<file path="config.mk">
export PLATFORM = sky130hd
export DESIGN_NAME = clock_output_ctrl_smbus
export DESIGN_NICKNAME = d
export VERILOG_FILES = /design/src/clock_output_ctrl_pkg.sv /design/src/clock_output_ctrl_smbus.sv /design/src/pin_sync.sv /design/src/smbus_block_write_slave.sv
export SDC_FILE = /design/constraint.sdc
export NUM_CORES = 1
export LEC_CHECK = 0
export ABC_AREA = 1
export BUFFER_PORTS_ARGS = -buffer_cell sky130_fd_sc_hd__buf_2
export CAP_MARGIN = 20
export CORE_UTILIZATION = 60
export DETAILED_ROUTE_END_ITERATION = 10
export GPL_ROUTABILITY_DRIVEN = 0
export PLACE_DENSITY = 0.87
export SLEW_MARGIN = 20
export SYNTH_ARGS = -nofsm -noshare
export SYNTH_HDL_FRONTEND = slang
export SYNTH_SLANG_ARGS = --single-unit
</file>
<file path="constraint.sdc">
create_clock -name clock_i -period 3.25 [get_ports clock_i]
set_input_delay 0.325 -clock clock_i [delete_from_list [all_inputs] [get_ports clock_i]]
set_output_delay 0.325 -clock clock_i [all_outputs]
set_load 0.02 [all_outputs]
</file>
<file path="src/clock_output_ctrl_pkg.sv">
package clock_output_ctrl_pkg;

	// Serial slave identity and transfer limits.
	localparam logic [6:0] SMBUS_ADDR    = 7'h69;
	localparam logic [7:0] CMD_CODE      = 8'h00;
	localparam logic [7:0] COUNT_MIN     = 8'h01;
	localparam logic [7:0] COUNT_MAX     = 8'h20;
	localparam logic [5:0] CTRL_BYTE_IDX = 6'h00;
	localparam logic [3:0] BITS_PER_BYTE = 4'h8;
	localparam logic [3:0] ACK_SLOT      = 4'h9;

	// Control byte field positions.
	localparam int SPREAD_BIT      = 7;
	localparam int RSVD_BIT        = 6;
	localparam int VCH_BIT         = 5;
	localparam int CPU_STOP_BIT    = 4;
	localparam int PCI_SW_STOP_BIT = 3;
	localparam int STRAP_MODE_BIT  = 2;
	localparam int STRAP_FSH_BIT   = 1;
	localparam int STRAP_FSL_BIT   = 0;

	// Power-up values.
	localparam logic       SPREAD_RST      = 1'h0;
	localparam logic       VCH_RST         = 1'h0;
	localparam logic       PCI_SW_STOP_RST = 1'h0;
	localparam logic [3:0] STRAP_RST       = 4'h0;

	// CPU frequency code used by the test modes.
	localparam logic [1:0] CPU_SEL_200 = 2'h2;

	// Divide ratios of each output group.
	localparam logic [3:0] DIV_NORM     = 4'h1;
	localparam logic [3:0] DIV_NORM_PCI = 4'h2;
	localparam logic [3:0] DIV_TEST_CPU = 4'h2;
	localparam logic [3:0] DIV_TEST_66  = 4'h4;
	localparam logic [3:0] DIV_TEST_PCI = 4'h8;
	localparam logic [3:0] DIV_TEST_REF = 4'h1;
	localparam logic [3:0] DIV_TEST_48  = 4'h2;

	typedef enum logic [1:0] {DRV_RUN, DRV_LOW, DRV_FLOAT, DRV_IREF2} drive_t;

	typedef enum logic [2:0] {
		ST_IDLE, ST_ADDR, ST_CMD, ST_COUNT, ST_DATA, ST_SKIP
	} smb_state_t;

endpackage

</file>
<file path="src/clock_output_ctrl_smbus.sv">
// Contract
// - Serial port takes only block writes; indexed access is unsupported.
// - Bytes go lowest first, each MSB first; stop after any whole byte.
// - Device answers address byte 11010010, a write to the clock device.
// - Transfer is valid once the count byte acknowledge is clocked back.
// - Configuration bits take defaults at power-up; no access is needed.
// - Mode pin high: shared pin is input, buffers follow it, PCI halves it.
// - Mode pin low: 66 MHz groups internal, PCI clocks at 33 MHz.
// - Frequency selects set CPU clock: 66, 100, 200, 133 MHz.
// - Mid mode with selects 00 floats every output; 10 and 11 reserved.
// - Test mode divides test clock: CPU/48 half, 66 quarter, PCI eighth.
// - Test modes reuse the 200 MHz CPU divider settings.
// - Power-down: CPU true at double current, complement floats, rest low.
// - CPU stop: true runs, complement stops, floating if PCI stop too.
// - PCI stop turns off stoppable PCI; other groups keep running.
// - Control bit 7 enables spread modulation; default off.
// - Control bit 5 picks shared output 66 or 48 MHz; default 66.
// - Control bit 4 reads the live CPU stop pin level.
// - Control bit 3 stops the seven stoppable PCI clocks by software.
// - Bits 2 to 0 read latched straps; bit 6 reads zero.
// - Straps sampled while power-good is low; later changes ignored.
`timescale 1ns/1ps
module clock_output_ctrl_smbus (
	// Clock and reset.
	input  wire logic       clock_i,
	input  wire logic       nrst_i,
	// Strap pins and power-good strobe.
	input  wire logic       mode_select_pin_hi_i,
	input  wire logic       mode_select_pin_mid_i,
	input  wire logic       freq_select_hi_i,
	input  wire logic       freq_select_lo_i,
	input  wire logic       power_good_strobe_n_i,
	// Power management pins.
	input  wire logic       power_down_n_i,
	input  wire logic       cpu_stop_n_i,
	input  wire logic       pci_stop_n_i,
	// Serial bus pins.
	input  wire logic       scl_i,
	input  wire logic       sda_i,
	output logic            sda_o,
	output logic            sda_oe_o,
	// Frequency plan.
	output logic [1:0]      cpu_freq_sel_o,
	output logic            test_mode_o,
	output logic            outputs_hiz_o,
	output logic            reserved_mode_o,
	output logic            external_66_input_o,
	output logic [3:0]      cpu_div_o,
	output logic [3:0]      fixed_66_div_o,
	output logic [3:0]      pci_div_o,
	output logic [3:0]      reference_div_o,
	output logic [3:0]      usb_div_o,
	// Output group drive states.
	output clock_output_ctrl_pkg::drive_t cpu_true_drv_o,
	output clock_output_ctrl_pkg::drive_t cpu_comp_drv_o,
	output clock_output_ctrl_pkg::drive_t fixed_66_drv_o,
	output clock_output_ctrl_pkg::drive_t buffered_66_drv_o,
	output clock_output_ctrl_pkg::drive_t pci_free_drv_o,
	output clock_output_ctrl_pkg::drive_t pci_stoppable_drv_o,
	output clock_output_ctrl_pkg::drive_t usb_pixel_drv_o,
	output clock_output_ctrl_pkg::drive_t reference_drv_o,
	output logic            osc_vco_en_o,
	// Configuration outputs.
	output logic            spread_en_o,
	output logic            video_hub_48_o,
	output logic [7:0]      control_byte_o,
	output logic            transfer_valid_o
);

	logic [9:0] pins_s;
	logic       scl_s;
	logic       sda_s;
	logic       pg_n_s;
	logic       pd_n_s;
	logic       cpu_stop_n_s;
	logic       pci_stop_n_s;
	logic [3:0] straps_s;
	logic [3:0] strap_q;
	logic       locked_q;
	logic       spread_q;
	logic       vch_q;
	logic       pci_sw_stop_q;
	logic       byte_wr;
	logic [5:0] byte_idx;
	logic [7:0] byte_data;
	logic       mode_hi;
	logic       mode_mid;
	logic [1:0] fsel;
	logic       hiz_c;
	logic       test_c;
	logic       rsv_c;
	logic       float_c;
	logic       pci_off_c;
	logic [7:0] ctl_c;

	pin_sync #(
		.WIDTH (10)
	) u_pin_sync (
		.clock_i (clock_i),
		.nrst_i  (nrst_i),
		.async_i ({scl_i, sda_i, power_good_strobe_n_i, power_down_n_i,
			cpu_stop_n_i, pci_stop_n_i, mode_select_pin_mid_i,
			mode_select_pin_hi_i, freq_select_hi_i, freq_select_lo_i}),
		.sync_o  (pins_s)
	);

	assign scl_s        = pins_s[9];
	assign sda_s        = pins_s[8];
	assign pg_n_s       = pins_s[7];
	assign pd_n_s       = pins_s[6];
	assign cpu_stop_n_s = pins_s[5];
	assign pci_stop_n_s = pins_s[4];
	assign straps_s     = pins_s[3:0];

	smbus_block_write_slave u_slave (
		.clock_i     (clock_i),
		.nrst_i      (nrst_i),
		.scl_i       (scl_s),
		.sda_i       (sda_s),
		.sda_o       (sda_o),
		.sda_oe_o    (sda_oe_o),
		.byte_wr_o   (byte_wr),
		.byte_idx_o  (byte_idx),
		.byte_data_o (byte_data),
		.valid_o     (transfer_valid_o)
	);

	// Straps are caught once while power-good is low, then frozen.
	always_ff @(posedge clock_i or negedge nrst_i)
	begin
		if (!nrst_i)
		begin
			strap_q  <= clock_output_ctrl_pkg::STRAP_RST;
			locked_q <= 1'h0;
		end
		else if (!locked_q && !pg_n_s)
		begin
			strap_q  <= straps_s;
			locked_q <= 1'h1;
		end
	end

	assign mode_mid = strap_q[3];
	assign mode_hi  = strap_q[2];
	assign fsel     = strap_q[1:0];
	assign hiz_c    = mode_mid && fsel == 2'h0;
	assign test_c   = mode_mid && fsel == 2'h1;
	assign rsv_c    = mode_mid && fsel[1];
	assign float_c  = hiz_c || rsv_c;

	// Only the control byte is kept; later bytes within the count are acknowledged and dropped.
	always_ff @(posedge clock_i or negedge nrst_i)
	begin
		if (!nrst_i)
		begin
			spread_q      <= clock_output_ctrl_pkg::SPREAD_RST;
			vch_q         <= clock_output_ctrl_pkg::VCH_RST;
			pci_sw_stop_q <= clock_output_ctrl_pkg::PCI_SW_STOP_RST;
		end
		else if (byte_wr && byte_idx == clock_output_ctrl_pkg::CTRL_BYTE_IDX)
		begin
			spread_q      <= byte_data[clock_output_ctrl_pkg::SPREAD_BIT];
			vch_q         <= byte_data[clock_output_ctrl_pkg::VCH_BIT];
			pci_sw_stop_q <= byte_data[clock_output_ctrl_pkg::PCI_SW_STOP_BIT];
		end
	end

	always_comb
	begin
		ctl_c = 8'h00;
		ctl_c[clock_output_ctrl_pkg::SPREAD_BIT]      = spread_q;
		ctl_c[clock_output_ctrl_pkg::VCH_BIT]         = vch_q;
		ctl_c[clock_output_ctrl_pkg::CPU_STOP_BIT]    = cpu_stop_n_s;
		ctl_c[clock_output_ctrl_pkg::PCI_SW_STOP_BIT] = pci_sw_stop_q;
		ctl_c[clock_output_ctrl_pkg::STRAP_MODE_BIT]  = mode_hi;
		ctl_c[clock_output_ctrl_pkg::STRAP_FSH_BIT]   = fsel[1];
		ctl_c[clock_output_ctrl_pkg::STRAP_FSL_BIT]   = fsel[0];
	end

	always_ff @(posedge clock_i or negedge nrst_i)
	begin
		if (!nrst_i)
		begin
			control_byte_o <= 8'h00;
			spread_en_o    <= clock_output_ctrl_pkg::SPREAD_RST;
			video_hub_48_o <= clock_output_ctrl_pkg::VCH_RST;
		end
		else
		begin
			control_byte_o <= ctl_c;
			spread_en_o    <= spread_q;
			video_hub_48_o <= vch_q;
		end
	end

	// Frequency plan from the latched straps.
	always_ff @(posedge clock_i or negedge nrst_i)
	begin
		if (!nrst_i)
		begin
			cpu_freq_sel_o      <= 2'h0;
			test_mode_o         <= 1'h0;
			outputs_hiz_o       <= 1'h0;
			reserved_mode_o     <= 1'h0;
			external_66_input_o <= 1'h0;
			cpu_div_o           <= clock_output_ctrl_pkg::DIV_NORM;
			fixed_66_div_o      <= clock_output_ctrl_pkg::DIV_NORM;
			pci_div_o           <= clock_output_ctrl_pkg::DIV_NORM_PCI;
			reference_div_o     <= clock_output_ctrl_pkg::DIV_NORM;
			usb_div_o           <= clock_output_ctrl_pkg::DIV_NORM;
		end
		else
		begin
			test_mode_o         <= test_c;
			outputs_hiz_o       <= hiz_c;
			reserved_mode_o     <= rsv_c;
			external_66_input_o <= mode_hi && !mode_mid;
			if (test_c)
			begin
				cpu_freq_sel_o  <= clock_output_ctrl_pkg::CPU_SEL_200;
				cpu_div_o       <= clock_output_ctrl_pkg::DIV_TEST_CPU;
				fixed_66_div_o  <= clock_output_ctrl_pkg::DIV_TEST_66;
				pci_div_o       <= clock_output_ctrl_pkg::DIV_TEST_PCI;
				reference_div_o <= clock_output_ctrl_pkg::DIV_TEST_REF;
				usb_div_o       <= clock_output_ctrl_pkg::DIV_TEST_48;
			end
			else
			begin
				cpu_freq_sel_o  <= fsel;
				cpu_div_o       <= clock_output_ctrl_pkg::DIV_NORM;
				fixed_66_div_o  <= clock_output_ctrl_pkg::DIV_NORM;
				pci_div_o       <= clock_output_ctrl_pkg::DIV_NORM_PCI;
				reference_div_o <= clock_output_ctrl_pkg::DIV_NORM;
				usb_div_o       <= clock_output_ctrl_pkg::DIV_NORM;
			end
		end
	end

	assign pci_off_c = !pci_stop_n_s || pci_sw_stop_q;

	// Output gating from the power management pins.
	always_ff @(posedge clock_i or negedge nrst_i)
	begin
		if (!nrst_i)
		begin
			cpu_true_drv_o      <= clock_output_ctrl_pkg::DRV_RUN;
			cpu_comp_drv_o      <= clock_output_ctrl_pkg::DRV_RUN;
			fixed_66_drv_o      <= clock_output_ctrl_pkg::DRV_RUN;
			buffered_66_drv_o   <= clock_output_ctrl_pkg::DRV_RUN;
			pci_free_drv_o      <= clock_output_ctrl_pkg::DRV_RUN;
			pci_stoppable_drv_o <= clock_output_ctrl_pkg::DRV_RUN;
			usb_pixel_drv_o     <= clock_output_ctrl_pkg::DRV_RUN;
			reference_drv_o     <= clock_output_ctrl_pkg::DRV_RUN;
			osc_vco_en_o        <= 1'h1;
		end
		else if (float_c)
		begin
			cpu_true_drv_o      <= clock_output_ctrl_pkg::DRV_FLOAT;
			cpu_comp_drv_o      <= clock_output_ctrl_pkg::DRV_FLOAT;
			fixed_66_drv_o      <= clock_output_ctrl_pkg::DRV_FLOAT;
			buffered_66_drv_o   <= clock_output_ctrl_pkg::DRV_FLOAT;
			pci_free_drv_o      <= clock_output_ctrl_pkg::DRV_FLOAT;
			pci_stoppable_drv_o <= clock_output_ctrl_pkg::DRV_FLOAT;
			usb_pixel_drv_o     <= clock_output_ctrl_pkg::DRV_FLOAT;
			reference_drv_o     <= clock_output_ctrl_pkg::DRV_FLOAT;
			osc_vco_en_o        <= 1'h1;
		end
		else if (!pd_n_s)
		begin
			cpu_true_drv_o      <= clock_output_ctrl_pkg::DRV_IREF2;
			cpu_comp_drv_o      <= clock_output_ctrl_pkg::DRV_FLOAT;
			fixed_66_drv_o      <= clock_output_ctrl_pkg::DRV_LOW;
			buffered_66_drv_o   <= clock_output_ctrl_pkg::DRV_LOW;
			pci_free_drv_o      <= clock_output_ctrl_pkg::DRV_LOW;
			pci_stoppable_drv_o <= clock_output_ctrl_pkg::DRV_LOW;
			usb_pixel_drv_o     <= clock_output_ctrl_pkg::DRV_LOW;
			reference_drv_o     <= clock_output_ctrl_pkg::DRV_LOW;
			osc_vco_en_o        <= 1'h0;
		end
		else
		begin
			cpu_true_drv_o <= clock_output_ctrl_pkg::DRV_RUN;
			if (cpu_stop_n_s)
				cpu_comp_drv_o <= clock_output_ctrl_pkg::DRV_RUN;
			else if (!pci_stop_n_s)
				cpu_comp_drv_o <= clock_output_ctrl_pkg::DRV_FLOAT;
			else
				cpu_comp_drv_o <= clock_output_ctrl_pkg::DRV_LOW;
			fixed_66_drv_o      <= clock_output_ctrl_pkg::DRV_RUN;
			buffered_66_drv_o   <= clock_output_ctrl_pkg::DRV_RUN;
			pci_free_drv_o      <= clock_output_ctrl_pkg::DRV_RUN;
			pci_stoppable_drv_o <= pci_off_c ?
				clock_output_ctrl_pkg::DRV_LOW :
				clock_output_ctrl_pkg::DRV_RUN;
			usb_pixel_drv_o     <= clock_output_ctrl_pkg::DRV_RUN;
			reference_drv_o     <= clock_output_ctrl_pkg::DRV_RUN;
			osc_vco_en_o        <= 1'h1;
		end
	end

	property p_hiz_all;
		@(posedge clock_i) disable iff (!nrst_i)
		hiz_c |=> outputs_hiz_o &&
			cpu_true_drv_o == clock_output_ctrl_pkg::DRV_FLOAT &&
			reference_drv_o == clock_output_ctrl_pkg::DRV_FLOAT;
	endproperty
	a_hiz_all: assert property (p_hiz_all)
		else $error("outputs not floated in high-impedance mode");

	property p_power_down;
		@(posedge clock_i) disable iff (!nrst_i)
		(!pd_n_s && !float_c) |=>
			cpu_true_drv_o == clock_output_ctrl_pkg::DRV_IREF2 &&
			cpu_comp_drv_o == clock_output_ctrl_pkg::DRV_FLOAT &&
			fixed_66_drv_o == clock_output_ctrl_pkg::DRV_LOW &&
			!osc_vco_en_o;
	endproperty
	a_power_down: assert property (p_power_down)
		else $error("power-down gating wrong");

	property p_cpu_stop;
		@(posedge clock_i) disable iff (!nrst_i)
		(pd_n_s && !float_c && !cpu_stop_n_s) |=>
			cpu_true_drv_o == clock_output_ctrl_pkg::DRV_RUN &&
			cpu_comp_drv_o == ($past(pci_stop_n_s) ?
			clock_output_ctrl_pkg::DRV_LOW : clock_output_ctrl_pkg::DRV_FLOAT);
	endproperty
	a_cpu_stop: assert property (p_cpu_stop)
		else $error("CPU stop gating wrong");

	property p_pci_stop;
		@(posedge clock_i) disable iff (!nrst_i)
		(pd_n_s && !float_c && !pci_stop_n_s) |=>
			pci_stoppable_drv_o == clock_output_ctrl_pkg::DRV_LOW &&
			pci_free_drv_o == clock_output_ctrl_pkg::DRV_RUN &&
			usb_pixel_drv_o == clock_output_ctrl_pkg::DRV_RUN;
	endproperty
	a_pci_stop: assert property (p_pci_stop)
		else $error("PCI stop gating wrong");

	property p_test_div;
		@(posedge clock_i) disable iff (!nrst_i)
		test_c |=> test_mode_o &&
			cpu_div_o == clock_output_ctrl_pkg::DIV_TEST_CPU &&
			fixed_66_div_o == clock_output_ctrl_pkg::DIV_TEST_66 &&
			pci_div_o == clock_output_ctrl_pkg::DIV_TEST_PCI;
	endproperty
	a_test_div: assert property (p_test_div)
		else $error("test mode dividers wrong");

	property p_test_sel;
		@(posedge clock_i) disable iff (!nrst_i)
		test_mode_o |-> cpu_freq_sel_o == clock_output_ctrl_pkg::CPU_SEL_200;
	endproperty
	a_test_sel: assert property (p_test_sel)
		else $error("test mode not on the 200 MHz setting");

	property p_strap_frozen;
		@(posedge clock_i) disable iff (!nrst_i)
		locked_q |=> $stable(strap_q);
	endproperty
	a_strap_frozen: assert property (p_strap_frozen)
		else $error("straps changed after capture");

	property p_spread_load;
		@(posedge clock_i) disable iff (!nrst_i)
		(byte_wr && byte_idx == clock_output_ctrl_pkg::CTRL_BYTE_IDX) |=>
			##1 spread_en_o == $past(byte_data[7], 2);
	endproperty
	a_spread_load: assert property (p_spread_load)
		else $error("spread enable not loaded from control byte");

	property p_stop_readback;
		@(posedge clock_i) disable iff (!nrst_i)
		$past(nrst_i) |->
			control_byte_o[clock_output_ctrl_pkg::CPU_STOP_BIT] ==
			$past(cpu_stop_n_s) &&
			!control_byte_o[clock_output_ctrl_pkg::RSVD_BIT];
	endproperty
	a_stop_readback: assert property (p_stop_readback)
		else $error("CPU stop readback wrong");

endmodule

</file>
<file path="src/pin_sync.sv">
`timescale 1ns/1ps
module pin_sync #(
	parameter int WIDTH = 1
) (
	// Clock and reset.
	input  wire logic             clock_i,
	input  wire logic             nrst_i,
	// Asynchronous levels in, synchronised levels out.
	input  wire logic [WIDTH-1:0] async_i,
	output logic      [WIDTH-1:0] sync_o
);

	logic [WIDTH-1:0] meta_q;

	generate
		if (WIDTH < 1)
		begin : g_check
			$error("pin_sync needs a width of at least one");
		end
	endgenerate

	always_ff @(posedge clock_i or negedge nrst_i)
	begin
		if (!nrst_i)
		begin
			// Idle high, so no false edge or strobe follows reset.
			meta_q <= '1;
			sync_o <= '1;
		end
		else
		begin
			meta_q <= async_i;
			sync_o <= meta_q;
		end
	end

endmodule

</file>
<file path="src/smbus_block_write_slave.sv">
`timescale 1ns/1ps
module smbus_block_write_slave (
	// Clock and reset.
	input  wire logic       clock_i,
	input  wire logic       nrst_i,
	// Synchronised bus levels.
	input  wire logic       scl_i,
	input  wire logic       sda_i,
	// Data line driver.
	output logic            sda_o,
	output logic            sda_oe_o,
	// Received data bytes.
	output logic            byte_wr_o,
	output logic [5:0]      byte_idx_o,
	output logic [7:0]      byte_data_o,
	output logic            valid_o
);

	clock_output_ctrl_pkg::smb_state_t state_q;
	logic       scl_q;
	logic       sda_q;
	logic [7:0] shift_q;
	logic [3:0] bit_cnt_q;
	logic       ack_q;
	logic       cmd_ok_q;
	logic [5:0] count_q;
	logic [5:0] idx_q;
	logic       scl_rise;
	logic       scl_fall;
	logic       start_c;
	logic       stop_c;
	logic       active;
	logic       in_range;
	logic [7:0] byte_c;

	assign sda_o    = 1'h0;
	assign scl_rise = scl_i & ~scl_q;
	assign scl_fall = ~scl_i & scl_q;
	assign start_c  = scl_i & scl_q & sda_q & ~sda_i;
	assign stop_c   = scl_i & scl_q & ~sda_q & sda_i;
	assign byte_c   = {shift_q[6:0], sda_i};
	assign active   = state_q != clock_output_ctrl_pkg::ST_IDLE &&
		state_q != clock_output_ctrl_pkg::ST_SKIP;
	assign in_range = byte_c >= clock_output_ctrl_pkg::COUNT_MIN &&
		byte_c <= clock_output_ctrl_pkg::COUNT_MAX;

	always_ff @(posedge clock_i or negedge nrst_i)
	begin
		if (!nrst_i)
		begin
			scl_q <= 1'h1;
			sda_q <= 1'h1;
		end
		else
		begin
			scl_q <= scl_i;
			sda_q <= sda_i;
		end
	end

	// Only the fixed block write sequence is decoded.
	always_ff @(posedge clock_i or negedge nrst_i)
	begin
		if (!nrst_i)
		begin
			state_q     <= clock_output_ctrl_pkg::ST_IDLE;
			shift_q     <= 8'h00;
			bit_cnt_q   <= 4'h0;
			ack_q       <= 1'h0;
			cmd_ok_q    <= 1'h0;
			count_q     <= 6'h00;
			idx_q       <= 6'h00;
			sda_oe_o    <= 1'h0;
			byte_wr_o   <= 1'h0;
			byte_idx_o  <= 6'h00;
			byte_data_o <= 8'h00;
			valid_o     <= 1'h0;
		end
		else
		begin
			byte_wr_o <= 1'h0;
			valid_o   <= 1'h0;
			if (start_c)
			begin
				state_q   <= clock_output_ctrl_pkg::ST_ADDR;
				bit_cnt_q <= 4'h0;
				idx_q     <= 6'h00;
				sda_oe_o  <= 1'h0;
			end
			else if (stop_c)
			begin
				state_q  <= clock_output_ctrl_pkg::ST_IDLE;
				sda_oe_o <= 1'h0;
			end
			else if (active && scl_rise &&
				bit_cnt_q < clock_output_ctrl_pkg::BITS_PER_BYTE)
			begin
				shift_q   <= byte_c;
				bit_cnt_q <= bit_cnt_q + 4'h1;
				if (bit_cnt_q == clock_output_ctrl_pkg::BITS_PER_BYTE - 4'h1)
				begin
					case (state_q)
						clock_output_ctrl_pkg::ST_ADDR:
							ack_q <= byte_c ==
								{clock_output_ctrl_pkg::SMBUS_ADDR, 1'h0};
						clock_output_ctrl_pkg::ST_CMD:
						begin
							ack_q    <= 1'h1;
							cmd_ok_q <= byte_c == clock_output_ctrl_pkg::CMD_CODE;
						end
						clock_output_ctrl_pkg::ST_COUNT:
						begin
							ack_q    <= 1'h1;
							cmd_ok_q <= cmd_ok_q && in_range;
							count_q  <= in_range ? byte_c[5:0] : 6'h00;
						end
						clock_output_ctrl_pkg::ST_DATA:
						begin
							ack_q       <= idx_q < count_q;
							byte_wr_o   <= cmd_ok_q && idx_q < count_q;
							byte_idx_o  <= idx_q;
							byte_data_o <= byte_c;
						end
						default:
							ack_q <= 1'h0;
					endcase
				end
			end
			else if (active && scl_fall &&
				bit_cnt_q == clock_output_ctrl_pkg::BITS_PER_BYTE)
			begin
				sda_oe_o  <= ack_q;
				bit_cnt_q <= clock_output_ctrl_pkg::ACK_SLOT;
			end
			else if (active && scl_fall &&
				bit_cnt_q == clock_output_ctrl_pkg::ACK_SLOT)
			begin
				sda_oe_o  <= 1'h0;
				bit_cnt_q <= 4'h0;
				case (state_q)
					clock_output_ctrl_pkg::ST_ADDR:
						state_q <= ack_q ? clock_output_ctrl_pkg::ST_CMD :
							clock_output_ctrl_pkg::ST_SKIP;
					clock_output_ctrl_pkg::ST_CMD:
						state_q <= clock_output_ctrl_pkg::ST_COUNT;
					clock_output_ctrl_pkg::ST_COUNT:
					begin
						state_q <= clock_output_ctrl_pkg::ST_DATA;
						valid_o <= cmd_ok_q;
					end
					clock_output_ctrl_pkg::ST_DATA:
					begin
						state_q <= ack_q ? clock_output_ctrl_pkg::ST_DATA :
							clock_output_ctrl_pkg::ST_SKIP;
						idx_q   <= idx_q + 6'h01;
					end
					default:
						state_q <= clock_output_ctrl_pkg::ST_IDLE;
				endcase
			end
		end
	end

	property p_ack_slot;
		@(posedge clock_i) disable iff (!nrst_i)
		sda_oe_o |-> bit_cnt_q == clock_output_ctrl_pkg::ACK_SLOT;
	endproperty
	a_ack_slot: assert property (p_ack_slot)
		else $error("data line driven outside the ninth clock");

	property p_valid_after_count;
		@(posedge clock_i) disable iff (!nrst_i)
		valid_o |-> $past(state_q) == clock_output_ctrl_pkg::ST_COUNT &&
			state_q == clock_output_ctrl_pkg::ST_DATA && !sda_oe_o;
	endproperty
	a_valid_after_count: assert property (p_valid_after_count)
		else $error("transfer marked valid at the wrong time");

	property p_byte_complete;
		@(posedge clock_i) disable iff (!nrst_i)
		byte_wr_o |-> bit_cnt_q == clock_output_ctrl_pkg::BITS_PER_BYTE &&
			state_q == clock_output_ctrl_pkg::ST_DATA;
	endproperty
	a_byte_complete: assert property (p_byte_complete)
		else $error("data byte written before eight bits arrived");

endmodule

</file>
==> reports/results.tsv <==
metric	value	unit
status	finished with violations	
failed_checks	DRC	
cts_tree	yes	
switchingPower	639	uW
vias	2851	
ant_nets	0	
drt_iter0_markers	170	
grt_pass1_vias	2634	
vdd_drop_max	0.352	mV
critical_path_required	3.49	ns
cp.arrival	2.09	ns
dieArea	0.00710	sq mm
p_per_area	506	mW/mm^2
cts-buffers-inserted	9	
die_h	84.3	um
synth_cell_types	32	
drive_above_1_share	0.249	
ys_seq_elements	91	
n_antenna_cell	0	
antenna_found_initial	0	
area_growth	7.40	%
cts_resized	0	
multiInputGateArea	0.00133	sq mm
max_slew.worst_pin.slew	0.754	ns
hold_buffers	0	
seqPwrFrac	0.570	
nets	486	
cts.clk_slew.worst_paths	0.08	ns
internal_power	1570	uW
cp-end-kind	register	
routed_via_density	5.21	
syn_area_per_cell	9.53	sq um
finalHoldViolCount	0	
grt.met1_usage	0.259	
netlist_area	0.00406	sq mm
synth_edf_count	0	
synthTopCellsByCount	nand2_1 (99), dfrtp_1 (67), inv_1 (48), nor2_1 (38), buf_4 (33)	
reg2reg_to	u_slave.count_q[1]$_DFFE_PN0P_	
yosysSeqAreaShare	0.568	
synthMostInstantiatedCell	nand2_1	
reg2reg_setup_slack	1.40	ns
cts_setup_buffers	0	
finClkSkew	0.00931	ns
crit_type	reg2reg	
cp_max_fo	15	
startpoint_type	register	
finalSetupViolations	0	
max_clock_freq	541	MHz
cts_num_sinks	91	
r2r_cells	7	
worstHoldPathType	in2async	
rsz0062_at_grt	false	
slew_violations	0	
rows	29	
grt.met3_usage	0.0403	
totalWireLength	6.80	mm
postLayoutCoreUtil	0.675	
grt_overflow_total	0	
clk_latency	0.36	ns
fin_tns_setup	0	ns
clock_path_buffers	2	
synthFlopType	dfrtp_1	
p_leak	0.00225	uW
die_w	84.3	um
clock_power_share	0.297	
io_buffer_count	53	
syn_inst	426	
io-pin-count	68	
reg2reg_from	u_pin_sync.sync_o[9]$_DFF_PN1_	
ys_warn_count	0	
synthArstFlopShare	1.00	
firstDrtPassIters	8	
initial_utilization	0.629	
synth_top_cell_by_area	dfrtp_1	
top_usage_layer	met2	
wl_per_cell	12.4	um
track_usage	0.213	
yosysTopAreaCellShare	0.413	
synth_area_leaders	dfrtp_1 (41%), dfstp_2 (16%), nand2_1 (9.2%), buf_4 (6.1%), inv_1 (4.4%)	
startpoint	u_pin_sync.sync_o[9]$_DFF_PN1_	
finalCriticalPeriod	1.85	ns
htreeDepth	3	
maxCapViolCount	0	
max_slew_margin	0.498	
core	0.00646	sq mm
hpwl	4.93	mm
finalCritPeriodShare	0.569	
use_met2	0.357	
root_buffer	clkbuf_8	
fillers	483	
ff_latch_area	0.00231	sq mm
grt_max_degree	67	
comb_power_share	0.133	
netSwitchingFraction	0.289	
grt_pass1_wl	11.7	mm
drc_errors	13	
## logic make-up after synthesis
kind of cell               after synthesis  share of synthesized area
DFF                                     91                      0.568
AOI/OAI and AO/OA                       37                     0.0619
xor gates and xnor gates                 1                    0.00216
and+or+nand+nor                        198                      0.220
muxes                                    1                    0.00277
buffers and inverters                   87                      0.116
other                                    2                    0.00185
adders and majority gates                9                     0.0277
## power by group through the flow
stage                     registers (uW)  logic [uW]  clock network, uW
final                               1260         294                656
after global routing                1270         336                722
after CTS                           1260         293                674
after detailed placement            1280         292                  0
after global placement              1270         276                  0
after floorplan                     1270         221                  0
## layer usage
layer | routed length, um | share of wire
met1 | 2900 | 0.43
met2 | 3410 | 0.50
met3 | 313 | 0.046
met4 | 177 | 0.026
met5 | 0 | 0
## worst max path at each step
stage / endpoint / cells past startpoint / slack, ns
finish: u_slave.count_q[1]$_DFFE_PN0P_ / 7 / 1.40
global route: u_slave.idx_q[2]$_DFFE_PN0P_ / 8 / 1.19
detailed placement: u_slave.idx_q[0]$_DFFE_PN0P_ / 7 / 1.42
CTS: u_slave.idx_q[0]$_DFFE_PN0P_ / 7 / 1.40
global placement: u_slave.count_q[1]$_DFFE_PN0P_ / 7 / 1.43
floorplan: u_slave.idx_q[5]$_DFFE_PN0P_ / 7 / 1.69
## per-stage QoR
| stage | cell area, sq um | setup WS (ns) | instances | power (uW) | hold slack [ns] |
|---|---|---|---|---|---|
| after floorplan | 4110 | 1.69 | 438 | 1490 | 0.0294 |
| after global placement | 4200 | 1.43 | 531 | 1550 | 0.345 |
| after detailed placement | 4200 | 1.42 | 531 | 1570 | 0.347 |
| after CTS | 4360 | 1.40 | 547 | 2230 | 0.0404 |
| after global routing | 4360 | 1.19 | 547 | 2330 | 0.0348 |
| final | 4360 | 1.40 | 547 | 2210 | 0.0247 |
## layout make-up
| class | instances | share of cell area |
|---|---|---|
| Clock inverter | 4 | 0.00689 |
| Tap cell | 77 | 0.0221 |
| Sequential cell | 91 | 0.529 |
| Timing Repair Buffer | 55 | 0.0648 |
| Multi-Input combinational cell | 260 | 0.305 |
| Inverter | 48 | 0.0413 |
| Clock buffer | 12 | 0.0310 |
## registers in the layout, indices dropped and copies added, names as in the netlist, 2 cells and up
| register | flops |
|---|---|
| pci_stoppable_drv_o | 2 |
| cpu_comp_drv_o | 2 |
| strap_q | 4 |
| cpu_freq_sel_o | 2 |
| u_pin_sync.meta_q | 10 |
| u_slave.byte_idx_o | 6 |
| u_pin_sync.sync_o | 10 |
| u_slave.idx_q | 6 |
| u_slave.bit_cnt_q | 4 |
| u_slave.count_q | 6 |
| u_slave.shift_q | 7 |
| pci_div_o | 2 |
| u_slave.byte_data_o | 3 |
| u_slave.state_q | 3 |
| control_byte_o | 7 |
## worst max-delay path, stage by stage, from the launching register on
cell and delay [ns]:
dfstp_2 0.55, nand2_1 0.05, nor2_1 0.18, nand3_4 0.21, nor2_4 0.23, nand3_2 0.29
nand2_1 0.16, o21ai_2 0.06
## cells in the final DEF (no fill, tap or decap)
cell and count:
nand2_2 1, clkbuf_8 9, nand3_2 1, ha_1 9, xnor2_1 1, clkinv_2 1
o21ai_0 14, nand3_4 2, nor3_1 5, nor2_1 38, nor2_2 1, nand3b_1 1
or2_2 2, o21ai_2 15, clkinv_4 2, o211ai_1 1, mux2_2 1, o21bai_1 1
buf_2 52, nand3_1 32, o21a_1 1, dfstp_2 24, and3_1 1, nor2_4 1
buf_4 3, nor3_4 1, nand2_1 99, a21boi_0 1, a21oi_1 4, clkbuf_1 3
conb_1 14, clkinvlp_4 1, inv_1 48, nand4_1 13, dfrtp_1 67
Power figures use the tool's default switching activity.
